$ cat src/hdl/sds_pkg.sv
// Constants and types for the status and acceleration read command block
package sds_pkg;
  // ----------------------------------------
  // Command codes and addressing
  // ----------------------------------------
  localparam logic [3:0] SDS_CMD_STATUS = 4'h1;
  localparam logic [3:0] SDS_CMD_ACCEL = 4'h2;
  localparam logic [3:0] SDS_GLOBAL_ADDR = 4'h0;
  // ----------------------------------------
  // Reply lengths
  // ----------------------------------------
  localparam int SDS_LEN_W = 5;
  localparam logic [4:0] SDS_LONG_LEN = 5'h10;
  localparam logic [4:0] SDS_MIN_SHORT_LEN = 5'h08;
  localparam logic [4:0] SDS_LEN_NINE = 5'h09;
  // ----------------------------------------
  // Acceleration codes
  // ----------------------------------------
  localparam logic [9:0] SDS_ACCEL_ERR = 10'h000;
  localparam logic [9:0] SDS_ACCEL_MIN = 10'h001;
  localparam logic [9:0] SDS_ACCEL_ZERO_G = 10'h200;
  // ----------------------------------------
  // Register map (byte addresses)
  // ----------------------------------------
  localparam logic [3:0] SDS_REG_CTRL = 4'h0;
  localparam logic [3:0] SDS_REG_STATUS = 4'h4;
  localparam logic [3:0] SDS_REG_COUNT = 4'h8;
  localparam logic [31:0] SDS_CTRL_RST = 32'h0000_0000;
  localparam int SDS_CTRL_ADDR_LSB = 0;
  localparam int SDS_CTRL_ENH_BIT = 4;
  localparam int SDS_CTRL_AT_LSB = 5;
  localparam int SDS_ST_ERR_BIT = 0;
  localparam int SDS_ST_SELFTEST_BIT = 1;
  localparam int SDS_ST_UV_BIT = 2;
  localparam int SDS_ST_OTP_BIT = 3;
  localparam int SDS_ST_CODE_LSB = 4;
  localparam int SDS_CNT_IGN_LSB = 16;
  // ----------------------------------------
  // Types
  // ----------------------------------------
  typedef enum logic [1:0] {SDS_KIND_NONE, SDS_KIND_STATUS, SDS_KIND_ACCEL} sds_kind_t;
endpackage

$ cat src/hdl/sds_cmd_unit.sv
// Status and acceleration read command decoder with Avalon-MM registers
//
// Notes on behaviour
// - Status request works in all four formats
// - Acceleration read works in all four formats
// - Enhanced formats only once enabled beforehand
// - Global address zero ignores both requests
// - Request data byte only feeds CRC
// - Address mismatch ignores the request
// - Status request code is 0001
// - Acceleration read code is 0010
// - Short status: flags in low byte
// - Long status: address on top nibble
// - Error flag shows internal error
// - Self-test flag shows self-test active
// - Undervoltage flag follows reservoir monitor
// - OTP flag shows programming enabled
// - Attribute bits from configuration register
// - Reply sized to received message length
// - Long acceleration: address, zero, error, data
// - Truncated zero result sends minimum
// - Offset binary, code zero means error
//
// Added by the designer: the placing of the registers and the Avalon-MM slave port.
`timescale 1ns/100ps
module sds_cmd_unit (
  // Clock and reset
  input wire logic ref_clk,
  input wire logic nrst,
  // Avalon-MM slave
  input wire logic [3:0] avs_address,
  input wire logic avs_read,
  input wire logic avs_write,
  input wire logic [31:0] avs_writedata,
  input wire logic [3:0] avs_byteenable,
  output logic [31:0] avs_readdata,
  output logic avs_waitrequest,
  // Decoded request frame
  input wire logic cmd_valid,
  input wire logic [3:0] cmd_addr,
  input wire logic [3:0] cmd_code,
  input wire logic cmd_long,
  input wire logic cmd_enhanced,
  input wire logic [sds_pkg::SDS_LEN_W-1:0] cmd_len,
  // Device state
  input wire logic internal_error,
  input wire logic selftest_active,
  input wire logic reservoir_cap_node_low,
  input wire logic otp_prog_enable,
  input wire logic [9:0] accel_result,
  // Reply
  output logic rsp_valid,
  output logic [15:0] rsp_data,
  output logic [sds_pkg::SDS_LEN_W-1:0] rsp_len,
  output logic rsp_is_accel
);
  import sds_pkg::*;

  // ----------------------------------------
  // Registers
  // ----------------------------------------
  logic [31:0] device_config_reg_one_r;
  logic [31:0] readdata_r;
  logic waitrequest_r;
  logic [15:0] reply_cnt_r;
  logic [15:0] ignore_cnt_r;
  logic [3:0] last_code_r;
  logic rsp_valid_r;
  logic [15:0] rsp_data_r;
  logic [SDS_LEN_W-1:0] rsp_len_r;
  logic rsp_is_accel_r;

  // ----------------------------------------
  // Field views
  // ----------------------------------------
  wire logic [3:0] own_addr;
  wire logic enh_enable;
  wire logic [1:0] attribute_bits;
  wire logic bus_req;
  wire logic bus_ack;
  wire logic ctrl_wr;
  wire logic [31:0] status_view;
  wire logic [31:0] rd_mux;

  assign own_addr = device_config_reg_one_r[SDS_CTRL_ADDR_LSB +: 4];
  assign enh_enable = device_config_reg_one_r[SDS_CTRL_ENH_BIT];
  assign attribute_bits = device_config_reg_one_r[SDS_CTRL_AT_LSB +: 2];

  // ----------------------------------------
  // Request decode
  // ----------------------------------------
  wire logic addr_ok;
  wire logic fmt_ok;
  wire logic len_ok;
  wire logic is_status;
  wire logic is_accel;
  wire logic accept;
  wire logic ignore;
  wire logic [SDS_LEN_W-1:0] reply_len;
  wire logic [15:0] reply_word;

  assign addr_ok = (own_addr != SDS_GLOBAL_ADDR) && (cmd_addr == own_addr);
  assign fmt_ok = !cmd_enhanced || enh_enable;
  assign len_ok = cmd_long || (cmd_len >= SDS_MIN_SHORT_LEN);
  assign is_status = (cmd_code == SDS_CMD_STATUS);
  assign is_accel = (cmd_code == SDS_CMD_ACCEL);
  assign accept = cmd_valid && addr_ok && fmt_ok && len_ok && (is_status || is_accel);
  assign ignore = cmd_valid && !accept;
  assign reply_len = cmd_long ? SDS_LONG_LEN : cmd_len;

  sds_reply_fmt sds_reply_fmt_inst (
    .is_accel(is_accel),
    .is_long(cmd_long),
    .reply_len(reply_len),
    .dev_addr(own_addr),
    .err_flag(internal_error),
    .selftest_active_flag(selftest_active),
    .uv_flag(reservoir_cap_node_low),
    .otp_prog_enable_flag(otp_prog_enable),
    .attribute_bits(attribute_bits),
    .accel_raw(accel_result),
    .reply_word(reply_word)
  );

  // ----------------------------------------
  // Reply registers
  // ----------------------------------------
  // no reply for ignored requests
  always_ff @(posedge ref_clk or negedge nrst) begin
    if (!nrst) begin
      rsp_valid_r <= 1'b0;
      rsp_data_r <= 16'h0000;
      rsp_len_r <= '0;
      rsp_is_accel_r <= 1'b0;
    end else begin
      rsp_valid_r <= accept;
      if (accept) begin
        rsp_data_r <= reply_word;
        rsp_len_r <= reply_len;
        rsp_is_accel_r <= is_accel;
      end
    end
  end

  always_ff @(posedge ref_clk or negedge nrst) begin
    if (!nrst) begin
      reply_cnt_r <= 16'h0000;
      ignore_cnt_r <= 16'h0000;
      last_code_r <= 4'h0;
    end else begin
      if (accept) begin
        reply_cnt_r <= reply_cnt_r + 16'h0001;
        last_code_r <= cmd_code;
      end
      if (ignore) begin
        ignore_cnt_r <= ignore_cnt_r + 16'h0001;
      end
    end
  end

  // ----------------------------------------
  // Avalon-MM slave
  // ----------------------------------------
  assign bus_req = avs_read || avs_write;
  assign bus_ack = bus_req && !waitrequest_r;
  assign ctrl_wr = avs_write && !waitrequest_r && (avs_address == SDS_REG_CTRL) && avs_byteenable[0];
  assign status_view = {24'h00_0000, last_code_r, otp_prog_enable, reservoir_cap_node_low,
                        selftest_active, internal_error};
  assign rd_mux = (avs_address == SDS_REG_CTRL) ? device_config_reg_one_r :
                  (avs_address == SDS_REG_STATUS) ? status_view :
                  (avs_address == SDS_REG_COUNT) ? {ignore_cnt_r, reply_cnt_r} : 32'h0000_0000;

  always_ff @(posedge ref_clk or negedge nrst) begin
    if (!nrst) begin
      waitrequest_r <= 1'b1;
      readdata_r <= 32'h0000_0000;
    end else begin
      waitrequest_r <= !(bus_req && waitrequest_r);
      if (avs_read && waitrequest_r) begin
        readdata_r <= rd_mux;
      end
    end
  end

  always_ff @(posedge ref_clk or negedge nrst) begin
    if (!nrst) begin
      device_config_reg_one_r <= SDS_CTRL_RST;
    end else if (ctrl_wr) begin
      device_config_reg_one_r <= {25'h000_0000, avs_writedata[6:0]};
    end
  end

  assign avs_readdata = readdata_r;
  assign avs_waitrequest = waitrequest_r;
  assign rsp_valid = rsp_valid_r;
  assign rsp_data = rsp_data_r;
  assign rsp_len = rsp_len_r;
  assign rsp_is_accel = rsp_is_accel_r;
endmodule

$ cat src/hdl/sds_reply_fmt.sv
// Reply word builder for status and acceleration replies
`timescale 1ns/100ps
module sds_reply_fmt (
  // Request shape
  input wire logic is_accel,
  input wire logic is_long,
  input wire logic [sds_pkg::SDS_LEN_W-1:0] reply_len,
  input wire logic [3:0] dev_addr,
  // Reported state
  input wire logic err_flag,
  input wire logic selftest_active_flag,
  input wire logic uv_flag,
  input wire logic otp_prog_enable_flag,
  input wire logic [1:0] attribute_bits,
  input wire logic [9:0] accel_raw,
  // Result
  output logic [15:0] reply_word
);
  import sds_pkg::*;

  // ----------------------------------------
  // Status layout
  // ----------------------------------------
  wire logic [7:0] status_low;
  wire logic [15:0] status_word;
  wire logic [9:0] accel_code;
  wire logic [7:0] accel8;
  wire logic [8:0] accel9;
  wire logic [15:0] accel_short;
  wire logic [15:0] accel_word;
  wire logic [15:0] raw_word;
  wire logic [15:0] len_mask;

  assign status_low = {otp_prog_enable_flag, uv_flag, selftest_active_flag, 1'b0, attribute_bits, err_flag, 1'b0};
  assign status_word = is_long ? {dev_addr, 4'h0, status_low} : {8'h00, status_low};

  // ----------------------------------------
  // Acceleration layout
  // ----------------------------------------
  // zero code reserved for errors
  assign accel_code = err_flag ? SDS_ACCEL_ERR : ((accel_raw == SDS_ACCEL_ERR) ? SDS_ACCEL_MIN : accel_raw);
  assign accel8 = (err_flag || accel_code[9:2] != 8'h00) ? accel_code[9:2] : SDS_ACCEL_MIN[7:0];
  assign accel9 = (err_flag || accel_code[9:1] != 9'h000) ? accel_code[9:1] : SDS_ACCEL_MIN[8:0];
  assign accel_short = (reply_len == SDS_MIN_SHORT_LEN) ? {8'h00, accel8} :
                       (reply_len == SDS_LEN_NINE) ? {7'h00, accel9} :
                       {1'b0, attribute_bits, selftest_active_flag, 1'b0, err_flag, accel_code};
  assign accel_word = is_long ? {dev_addr, 1'b0, err_flag, accel_code} : accel_short;
  assign raw_word = is_accel ? accel_word : status_word;

  // ----------------------------------------
  // Length mask
  // ----------------------------------------
  // bits beyond length stay zero
  for (genvar i = 0; i < 16; i++) begin : g_mask
    assign len_mask[i] = is_long || (5'(i) < reply_len);
  end
  assign reply_word = raw_word & len_mask;
endmodule

$ cat config.mk
export PLATFORM = sky130hd
export DESIGN_NAME = sds_cmd_unit
export DESIGN_NICKNAME = d
export VERILOG_FILES = /design/src/hdl/sds_pkg.sv /design/src/hdl/sds_cmd_unit.sv /design/src/hdl/sds_reply_fmt.sv
export SDC_FILE = /design/constraint.sdc
export NUM_CORES = 1
export LEC_CHECK = 0
export ABC_AREA = 1
export ABC_CLOCK_PERIOD_IN_PS = 1810
export BUFFER_PORTS_ARGS = -buffer_cell sky130_fd_sc_hd__buf_2
export CAP_MARGIN = 20
export CORE_MARGIN = 10
export CORE_UTILIZATION = 53
export DETAILED_ROUTE_END_ITERATION = 8
export PLACE_DENSITY = 0.8
export SYNTH_ARGS = -nofsm -noshare
export SYNTH_HDL_FRONTEND = slang
export SYNTH_SLANG_ARGS = --single-unit
$ cat constraint.sdc
create_clock -name ref_clk -period 1.81 [get_ports ref_clk]
set_clock_uncertainty 0.2 [all_clocks]
set_input_delay 0.2715 -clock ref_clk [delete_from_list [all_inputs] [get_ports ref_clk]]
set_output_delay 0.2715 -clock ref_clk [all_outputs]
set_load 0.02 [all_outputs]
Word level (Yosys, flattened, before mapping). Cells that the tools add are included.

Bits of input ports: 74. Word-level logic and storage cells: 92. Flip-flop bits (word level): 99.

Equality and inequality tests: 7. $add $sub $neg: 2. Reduce and logical (&&, ||, !) cells: 42. Order comparisons: 17. Bitwise logic cells: 1. Multiplexer cells: 13.

Operators with widths (count): $mux W32 (3); $mux W16 (4); $lt A4 B5 Y1 const A (8); $add A16 B1 Y16 const B (2); $logic_or A1 B1 Y1 (22); $lt A3 B5 Y1 const A (4); $mux W10 (2); $and A16 B16 Y16 (1); $mux W15 (1); $logic_and A1 B1 Y1 (11); $eq A5 B4 Y1 const B (2); $logic_not A10 Y1 (1); $lt A1 B5 Y1 const A (2); $lt A2 B5 Y1 const A (2); $mux W9 (1); $reduce_bool A9 Y1 (1); $mux W8 (1); $reduce_bool A8 Y1 (1); $ge A5 B4 Y1 const B (1); $mux W5 (1); $eq A4 B1 Y1 const B (1); $eq A4 B2 Y1 const B (1); $eq A4 B3 Y1 const B (1); $eq A4 B4 Y1 (1); 4 further kinds (7).

Depth between registers and ports, before layout. Gate-level depths: netlist (run 1).

Depth after elaboration: 11. Depth in mapped cells: 12. Mapped depth without buffers: 11.

Cells and area by module. Synthesis (run 1) repeated with hierarchy kept, for this count alone.

Cell total of the unflattened synthesis: 708. Area, all modules: 5480.3 µm².

Modules (own cells, without submodules): sds_cmd_unit (times used 1, area an instance 4728.3 µm², cells an instance 557, sequential area each 2478.6 µm²); sds_reply_fmt (times used 1, area an instance 752.0 µm², cells an instance 151, sequential area each 0.0 µm²).

Worst setup path after synthesis (run 1). Ideal clock, no wire load.

Kind: input-to-reg. Start point: input port cmd_code[3]. End point: register rsp_data_r[4], in the netlist rsp_data[4]. Buffers on the path: 2. Cell stages on the path: 8. Arrival time: 1.342 ns. Path slack: 0.145 ns. Library setup time: 0.123 ns. Cells stage by stage: nor2_1 -> nand2_1 -> a21oi_4 -> nand3_4 -> buf_4 -> buf_4 -> nand2_1 -> nand2_1.

Longest elaborated chain between the ends: 3. Elaborated cells between the ends (all ways): 6. Classes of those cells: eq/ne: 2; mux: 1; bitwise: 1; reduce/logical: 2.

RTL lines: from (decl) (line sds_cmd_unit.sv:41) `input wire logic [3:0] cmd_code,`; $eq A4 B2 Y1 or $eq A4 B1 Y1 (tied branches) (line sds_cmd_unit.sv:106, sds_cmd_unit.sv:105); $mux W16 or $logic_or A1 B1 Y1 (tied branches) (line sds_reply_fmt.sv:48, sds_cmd_unit.sv:107); $and A16 B16 Y16 or $logic_and A1 B1 Y1 (tied branches) (line sds_reply_fmt.sv:57, sds_cmd_unit.sv:107); to (signal assigned) (line sds_cmd_unit.sv:138) `rsp_data_r <= reply_word;`; to (decl) (line sds_cmd_unit.sv:69) `logic [15:0] rsp_data_r;`.

Several ways; a longest one is shown, not always the timed one. A chain may end at the register's enable or synchronous reset.

Final worst setup path (run 1).
Start point: register device_config_reg_one_r[1]. End point: register rsp_data_r[13], in the netlist rsp_data[13].

Longest elaborated chain between the ends: 6. Elaborated cells between the ends (all ways): 11. Classes of those cells: eq/ne: 1; mux: 3; bitwise: 1; reduce/logical: 6.

RTL lines: from (decl) (line sds_cmd_unit.sv:62) `logic [31:0] device_config_reg_one_r;`; from (signal assigned) (line sds_cmd_unit.sv:189) `device_config_reg_one_r <= {25'h000_0000, avs_writedata[6:0]};`; $eq A4 B4 Y1 or $reduce_bool A4 Y1 (tied branches) (line sds_cmd_unit.sv:102) `assign addr_ok = (own_addr != SDS_GLOBAL_ADDR) && (cmd_addr == own_addr);`; $logic_and A1 B1 Y1 (line sds_cmd_unit.sv:102); $logic_and A1 B1 Y1 (4 in series) (line sds_cmd_unit.sv:107) `assign accept = cmd_valid && addr_ok && fmt_ok && len_ok && (is_status || is_accel);`.

Several ways; a longest one is shown, not always the timed one.

==> results of run 1 <==
[cells in the mapped netlist (all sizes together) (6+ instances only)]
cell and number:
clkbuf 10, o21ai 69, nor3 16, nand3 25
a21oi 11, nor2 54, nand2 235, xnor2 9
inv 62, dfrtp 97, o31ai 12, o221ai 6
xor2 21, buf 9
[logic make-up after synthesis]
logic type | Yosys count
adder cells (fa/ha/maj) | 2
other | 1
AND/OR/NAND/NOR | 338
AO/OA/AOI/OAI | 104
flip-flops | 98
XOR/XNOR | 30
buffers and inverters | 82
[flip-flops by register name, indices dropped and copies added (netlist names)]
| signal | count |
|---|---|
| rsp_valid | 1 |
| reply_cnt_r | 16 |
| avs_waitrequest | 1 |
| rsp_data | 15 |
| ignore_cnt_r | 16 |
| avs_readdata | 32 |
| rsp_is_accel | 1 |
| device_config_reg_one_r | 7 |
| last_code_r | 4 |
| rsp_len | 5 |
[through the flow]
step	utilization, %	area (µm²)	instances	hold WS [ps]	worst slack [ps]
2_1_floorplan	-	5102	655	-224.1	145.4
3_3_place_gp	64.55	6021	905	44.02	-18.31
3_5_place_dp	64.55	6021	905	42.39	-62.82
4_1_cts	68.42	6382	930	36.67	31.07
5_1_grt	70.14	6543	936	49.99	-98.72
6_report	70.14	6543	936	38.14	-22.65
[cells in the final DEF (no fill, tap or decap), drive strengths merged, types with 6 or more instances in the layout]
cell	synthesis	routed
xnor2	9	9
a21oi	11	11
nand2	235	235
nand3	25	25
o31ai	12	12
o21ai	69	69
xor2	21	21
dlygate4sd3	0	10
o221ai	6	6
nor2	54	54
nor3	16	16
inv	62	64
dfrtp	97	97
buf	9	144
clkbuf	10	11
[worst min-delay path by stage]
stage / startpoint / to / slack, ps / depth (start not counted)
floorplan: nrst / avs_readdata[0] / -220 / 0
detailed placement: nrst / reply_cnt_r[8] / 40 / 1
global route: cmd_len[3] / rsp_len[3] / 50 / 3
CTS: cmd_valid / ignore_cnt_r[2] / 40 / 3
finish: cmd_len[4] / rsp_data[12] / 40 / 3
global placement: nrst / reply_cnt_r[8] / 40 / 1
[report_power, final]
part / switching (mW) / internal, mW / total [mW]
Combinational: 0.836 / 0.501 / 1.34
Sequential: 0.252 / 2.48 / 2.73
Clock: 0.799 / 1.06 / 1.86
[layer usage]
metal | track usage, % | part of all wire [%]
met1 | 25.57 | 44
met4 | 5.951 | 1.6
met2 | 33.87 | 47
met3 | 5.372 | 7.1
met5 | 0 | 0
[layout make-up]
class | instances | area (µm²) | share of cell area (%)
Timing Repair Buffer | 156 | 1057 | 16.16
Clock inverter | 6 | 137.6 | 2.104
Sequential cell | 98 | 2454 | 37.50
Clock buffer | 9 | 123.9 | 1.893
Tap cell | 129 | 161.4 | 2.467
Inverter | 63 | 239.0 | 3.653
Multi-Input combinational cell | 475 | 2370 | 36.22
[worst max-delay path: stages (launching register included)]
cell and delay (ps):
dfrtp_1 420, xnor2_1 200, nand2_1 120, nor2_4 130
nand2_2 80, nor2_4 220, clkbuf_16 210, nand3_1 120
nand2_1 80
[repair_timing]
| item | CTS | global route |
|---|---|---|
| hold buffers | 10 | 0 |
| gates resized for setup | 0 | 32 |
| endpoints found under the hold margin | 51 | 0 |
| setup buffers | 0 | 4 |
| endpoints found under the setup margin | 0 | 34 |
==> metrics.txt, run 1 <==
H-Tree Depth=3; worst min-delay path class=in2reg; instance count of the mapped netlist=655; Mapped Area=0.005102 mm²; final net count=879; area share of xor/xnor cells in the synthesized design=5.150%; Peak Freq=545.7 MHz; layout cells sized above 1=24.54%; # setup viols final=6; Via Count=4833; Avg Cell Area, Syn=roughly 7.8 µm²; Top FF cell, synth=dfrtp_1; CTS tree=yes; initial antenna violation count=0; drt pass-1 iters=5; CP Launch Point=device_config_reg_one_r[1]; Tcrit/Tclk final=101.3%; Synth Area in Compound Gates=between 10% and 20%; Crit Path Class=reg2reg; reg-to-reg startpoint=device_config_reg_one_r[1]; critical path peak fanout=5; DIE WIDTH=~120 µm; Synth Net Count=731; Initial Util=a little over half; number of global-route vias before repair=4796; Peak VDD IR=roughly 0.5 mV; main combinational cell family by area after synthesis=simple AND/OR/NAND/NOR gates; drt drc=0; FF-to-FF path depth=8; 1st-iter DRT viols=between 300 and 400; gp weighted congestion=~0.94; Total Routing Usage GR=about a fifth; async set or reset register ratio after synthesis=between 90% and 100%; Fill cells=slightly below 800; P per Cell Area=905.9 mW/mm²; post-synthesis mux area share=0%; crit end category=flop; Sink Count=around 100; # IOs=130; Final Hold Fails=0; dominant cells by area after synthesis=dfrtp_1, nand2_1, o21ai_0; area of the core=0.009328 mm²; CTS Buf Count=9; library cells used by synthesis=32; R2R Path End=rsp_data[13]; Setup crit start kind=flop; Post-synth EDFFs=0; latest clock arrival within the worst-skew pair=around 380 ps; Max Slew Vio Count=0; antenna cells=0; clock-pin slew on the worst setup and hold paths=about 90 ps; post-synthesis sequential area ratio=roughly 48%; setup_tns=-91.92 ps; min Tclk post-route=around 1800 ps; post-route ant nets=0; Synth Register Bits=~100; area leader, netlist=dfrtp_1; DP Wirelength=about 11 mm; first-pass GRT wire length=~24 mm; routed wire length=around 15 mm; largest net degree at the start of global routing=43; top cell type's share of synthesized area=a little under half; reg2reg setup slack=-20 ps; Row Count=35; die footprint=approximately 0.014 mm²; Critical Path AT=1940 ps; Crit path required time=1920 ps; final setup margin=-22.65 ps; Syn. warnings=0; I/O Buffers=100; Synth Area in Adders=less than 1%; clk buf depth=2; RSZ-0062 raised after global routing=true; end of the critical path=rsp_data[13]; Synth Area in Simple Gates=about 28%; vias per std cell=5.163; total gr overflow=0; status=finished, violations left; Routed wire per std cell=approximately 16 µm; Max-cap violations=0; die height=118.1 µm; Pleak=3.367 nW; violated checks=setup timing; synthesis-to-layout area growth=28.22%; total power draw=5.927 mW; clock root cell=clkbuf_8
(Power assumes the default switching activity.)
==> inputs of run 2 (changes only) <==
CORE_MARGIN = 5   (was 10)
PLACE_DENSITY = 0.82   (was 0.8)
==> run 2 against run 1 <==
Effect of this change:
- sequential cell count unchanged
- worst setup slack better by 5.4 ps
- count of clock-buffer cells in the layout up 1
- die area down 16%
- sequential power about the same
- highest routed layer unchanged
- combinational power down 3%
- via count up 1.6%
- register-to-register slack about the same
- critical endpoint is now reply_cnt_r[2]
- cell count down 0.75%
- wire length down 5.5%
- the run still ends with setup timing left
- sequential share of layout area up 1.0 points
==> metrics.txt, run 2 (same netlist as run 1, synthesis figures left out) <==
status=finished, violations left; violated checks=setup timing; first-pass GRT wire length=22.31 mm (-6.5%); setup slack after placement=-45.75 ps (+17.06 ps); worst min-delay path class=in2reg; worst relative slew slack=64.36%; cell family with most CP delay=simple AND/OR/NAND/NOR gates; gp weighted congestion=0.9474 (+1.2%); min Tclk post-route=1827 ps (-5.443 ps); DP Wirelength=9.947 mm (-9.1%); Crit Path Class=reg2reg; Crit path required time=1860 ps (-60 ps); number of global-route vias before repair=4755 (-0.85%); vias per std cell=5.286 (+2.4%); Via Count=4911 (+1.6%); max FFs per register=32 (unchanged); H-Tree Depth=3 (unchanged); total gr overflow=0 (unchanged); fin cells=929 (-0.75%); Hold WS=27.92 ps (-10.22 ps); clock root cell=clkbuf_8; CTS tree=yes; Routed wire per std cell=14.86 µm (-4.8%); final setup margin=-17.21 ps (+5.443 ps); slowest cell delay on critical path=440 ps (+20 ps); CTS Buf Count=9 (unchanged); Row Count=35 (unchanged); crit end category=flop; Critical Path AT=1870 ps (-70 ps); clock-pin slew on the worst setup and hold paths=100 ps (about the same); cell count after placement=896 (-0.99%); die height=108.1 µm (-8.5%); Total Routing Usage GR=24.00% (+3.6 points); area of the multi-input gates=0.002340 mm² (-1.3%); routed wire length=13.81 mm (-5.5%); drt pass-1 iters=6 (+1); 1st-iter DRT viols=367 (+20%); Max-cap violations=0 (unchanged); critical path's slowest cell=dfrtp_1; Final Hold Fails=0 (unchanged); worst slew pin tran=534.7 ps; die footprint=0.01169 mm² (-16%); Pleak=3.292 nW (-2.2%); largest net degree at the start of global routing=99 (+130%); commonest non-fill, non-tap cell in the layout=nand2_1; layout cells sized above 1=23.13% (-1.4 points); setup_tns=-59.78 ps (+32.14 ps); DIE WIDTH=108.1 µm (-8.5%); antenna cells=0 (unchanged); final net count=871 (-0.91%); register area=0.002454 mm² (unchanged); I/O Buffers=100 (unchanged); critical path peak fanout=7 (+2); Util after Layout=68.26% (-1.9 points); Buf/Inv on CP=1 (unchanged); M2 GR Usage=40.81% (+6.9 points); clk buf depth=2 (unchanged); # IOs=130 (unchanged); final instance area=0.006367 mm² (-2.7%); GR Layer Usage met3=5.373% (about the same); latest clock arrival within the worst-skew pair=370 ps (about the same); total placed instance area=0.005916 mm² (-1.7%); Peak VDD IR=0.5337 mV (+5.1%); reg2reg setup slack=-20 ps (about the same); P per Cell Area=867.8 mW/mm² (-4.2%); Tcrit/Tclk final=101.0% (-0.30 points); post-route ant nets=0 (unchanged); Sink Count=98 (unchanged); gr busiest metal=met2; RSZ-0062 raised after global routing=true; Max Slew Vio Count=0 (unchanged); commonest cells after routing, fill and taps aside=nand2_1, buf_2, dfrtp_1; # setup viols final=6 (unchanged); Peak Freq=547.3 MHz (+0.30%); area of the core=0.009328 mm² (unchanged); critical path, cell by cell=xnor2_2, nand2_2, nor2_4, nand2_2, nor2_4, buf_12, nand2_1, xor2_1; Fill cells=797 (+1.8%); total power draw=5.526 mW (-6.8%); Initial Util=54.70% (unchanged); Setup crit start kind=flop; drt drc=0 (unchanged); synthesis-to-layout area growth=24.79%; initial antenna violation count=0 (unchanged); GR met1 Demand/Resource=30.80% (+5.2 points)
run 2: cell count changes in the layout (fill, tap and decap cells not counted), sizes merged:
cell,previous run,this run
bufinv,4,1
inv,64,65
clkinv,1,3
clkbuf,11,12
buf,144,136
run 2: cell type report:
class | instances | area share (%)
timing repair buffer | 148 | 15.21
multi-input combinational | 475 | 36.75
clock buffer | 10 | 2.162
sequential | 98 | 38.53
inverter | 63 | 3.714
tap | 129 | 2.535
clock inverter | 6 | 1.100
run 2: routing by layer:
metal	share of wire (%)	up-vias
met2	47	214
met5	0	-
met4	1.9	0
met3	8.5	23
met1	43	2289
li1	-	2385
run 2: path summary, 6_finish.rpt:
kind | cells after the start | to | start
hold reg to reg | 2 | avs_readdata[14] | avs_readdata[14]
hold / removal | 3 | rsp_len[3] | cmd_len[3]
setup reg to reg | 8 | reply_cnt_r[2] | device_config_reg_one_r[1]
setup / recovery | 8 | reply_cnt_r[2] | device_config_reg_one_r[1]
max in group asynchronous | 3 | avs_readdata[5] | nrst
min in group asynchronous | 3 | avs_readdata[11] | nrst
run 2: worst min-delay path, cell delays in order:
cell     delay, ps
buf_2          120
nand2_4         80
o21ai_0         80
run 2: timing repair:
item,4_1_cts,5_1_grt
cloned,0,2
pin swaps,1,1
setup buffers,3,2
gates resized for setup,1,16
setup endpoints to repair,3,33
hold endpoints to repair,105,0
hold buffers,10,0
run 2: power by group:
part / switching, mW / leakage (nW) / internal, mW
Clock: 0.803 / 0.108 / 0.693
Combinational: 0.822 / 1.93 / 0.478
Sequential: 0.253 / 1.26 / 2.48
==> inputs of run 3 (changes only) <==
GPL_TIMING_DRIVEN = 0   (was unset)
==> run 3 against run 2 <==
Effect of this change:
- global-route usage increased by 0.62 points
- power fell by 4.2%
- count of clock-buffer cells in the layout rose by 2
- the run now ends clean
- wire length grew 2.1%
- worst setup slack better by 74 ps
- sequential power about the same
- register-to-register slack gained 70 ps
- die area is the same
- critical path depth stayed put
- highest routed layer unchanged
- sequential share of layout area grew 1.0 points
==> metrics.txt, run 3 (same netlist as run 1, synthesis figures left out) <==
P per Cell Area=853.2 mW/mm² (-1.7%); clock-pin slew on the worst setup and hold paths=90 ps (about the same); Clk network pwr share=24.4% (-2.7 points); max FFs per register=32 (unchanged); first-pass GRT wire length=22.89 mm (+2.6%); Crit path top cell by count=nand2_1; layout cells sized above 1=20.83% (-2.3 points); H-Tree Depth=3 (unchanged); Routed wire per std cell=15.31 µm (+3.0%); gp weighted congestion=0.9917 (+4.7%); initial antenna violation count=0 (unchanged); combinational share of power=24.0% (+0.5 points); commonest non-fill, non-tap cell in the layout=nand2_1; reg-to-reg startpoint=device_config_reg_one_r[1]; DIE WIDTH=108.1 µm (unchanged); 1st-iter DRT viols=397 (+8.2%); vias per std cell=5.315 (+0.54%); crit end category=flop; die height=108.1 µm (unchanged); drt drc=0 (unchanged); setup slack after placement=-316.5 ps (-270.7 ps); CP Launch Point=device_config_reg_one_r[1]; Peak VDD IR=0.4262 mV (-20%); cell count after placement=885 (-1.2%); critical path peak fanout=10 (+3); fin cells=921 (-0.86%); Max-cap violations=0 (unchanged); final setup margin=56.92 ps (+74.13 ps); number of global-route vias before repair=4846 (+1.9%); Setup crit start kind=flop; critical path, cell by cell=xnor2_1, nand2_1, nor2_4, nand3_4, nand2_8, buf_4, nand2_1, o21ai_1; Hold WS=28.56 ps (+0.6342 ps); routed wire length=14.10 mm (+2.1%); slowest cell delay on critical path=420 ps (-20 ps); largest net degree at the start of global routing=67 (-32%); area of the core=0.009328 mm² (unchanged); Crit Path Class=reg2reg; clk buf depth=2 (unchanged); Max Slew Vio Count=0 (unchanged); Via Count=4895 (-0.33%); clock root cell=clkbuf_8; final net count=863 (-0.92%); RSZ-0062 raised after global routing=true; I/O Buffers=100 (unchanged); latest clock arrival within the worst-skew pair=360 ps (about the same); min Tclk post-route=1753 ps (-74.13 ps); synthesis-to-layout area growth=21.58%; Sw Ratio=34.51% (+0.52 points); hold path start=internal_error; antenna cells=0 (unchanged); Row Count=35 (unchanged); Peak Freq=570.4 MHz (+4.2%); commonest cells after routing, fill and taps aside=nand2_1, buf_2, dfrtp_1; CTS tree=yes; Util after Layout=66.51% (-1.8 points); # IOs=130 (unchanged); status=finished clean; post-route ant nets=0 (unchanged); Crit path required time=1890 ps (+30 ps); CTS Buf Count=9 (unchanged); worst min-delay path class=in2reg; die footprint=0.01169 mm² (unchanged); Tcrit/Tclk final=96.86% (-4.1 points); Sink Count=98 (unchanged); Initial Util=54.70% (unchanged); Pleak=3.187 nW (-3.2%); Total Routing Usage GR=24.61% (+0.62 points); sequential group share of total power=51.6% (+2.2 points); Psw=1.827 mW (-2.8%); Internal=3.466 mW (-5.0%); drt pass-1 iters=5 (-1); Final Hold Fails=0 (unchanged); Critical Path AT=1830 ps (-40 ps); # setup viols final=0 (-6); critical path's slowest cell=dfrtp_1; total gr overflow=0 (unchanged); DP Wirelength=10.67 mm (+7.2%)
[run 3: layout make-up]
cell class / count / area [µm²]
Sequential cell: 98 / 2454
Clock inverter: 4 / 27.53
Tap cell: 129 / 161.4
Timing Repair Buffer: 121 / 709.4
Buffer: 19 / 131.4
Inverter: 63 / 239.0
Multi-Input combinational cell: 475 / 2336
Fill cell: 799 / 3124
Clock buffer: 12 / 145.1
[run 3: worst max-delay path, delay by kind of cell, from the launching register on]
kind | cells | cell delay, ps
AND/OR/NAND/NOR | 5 | 620
flip-flops | 1 | 420
buffers and inverters | 1 | 180
XOR/XNOR | 1 | 170
AO/OA/AOI/OAI | 1 | 90
[run 3: power by group through the flow]
stage	Combinational, mW	Clock, mW	Sequential [mW]
2_1_floorplan	0.677	0	2.82
3_3_place_gp	1.15	0	2.75
3_5_place_dp	1.20	0	2.76
4_1_cts	1.23	1.32	2.72
5_1_grt	1.41	1.39	2.77
6_report	1.27	1.29	2.73
[run 3: path summary, 6_finish.rpt]
| check | depth (start not counted) | endpoint | slack [ps] |
|---|---|---|---|
| max in group asynchronous | 3 | avs_readdata[29] | 560 |
| worst max-delay path | 8 | ignore_cnt_r[14] | 60 |
| worst min-delay path | 3 | rsp_data[10] | 30 |
| worst max register to register | 8 | ignore_cnt_r[14] | 60 |
| min in group asynchronous | 2 | avs_readdata[7] | 180 |
| worst min register to register | 2 | avs_readdata[28] | 290 |
[run 3: what timing repair did]
action	in CTS	in global routing
hold buffers	10	0
gates resized for setup	5	24
pin swaps	1	4
setup endpoints to repair	37	56
hold endpoints to repair	40	0
setup buffers	4	6
[run 3: stage by stage]
stage	power [mW]	TNS [ps]	cell area (µm²)
finish	5.293	0	6203
global route	5.579	-43.93	6203
CTS	5.273	0	6110
detailed placement	3.963	-13310	5794
global placement	3.903	-71950	5764
floorplan	3.500	0	5102
[run 3: per-layer routing]
layer / vias to the layer above / track usage, % / wire length, µm / share of wire (%)
li1: 2356 / - / - / -
met1: 2283 / 31.13 / 5602 / 40
met2: 231 / 42.27 / 6896 / 49
met3: 25 / 5.134 / 1313 / 9.3
met4: 0 / 7.935 / 284 / 2.0
met5: - / 0 / 0 / 0
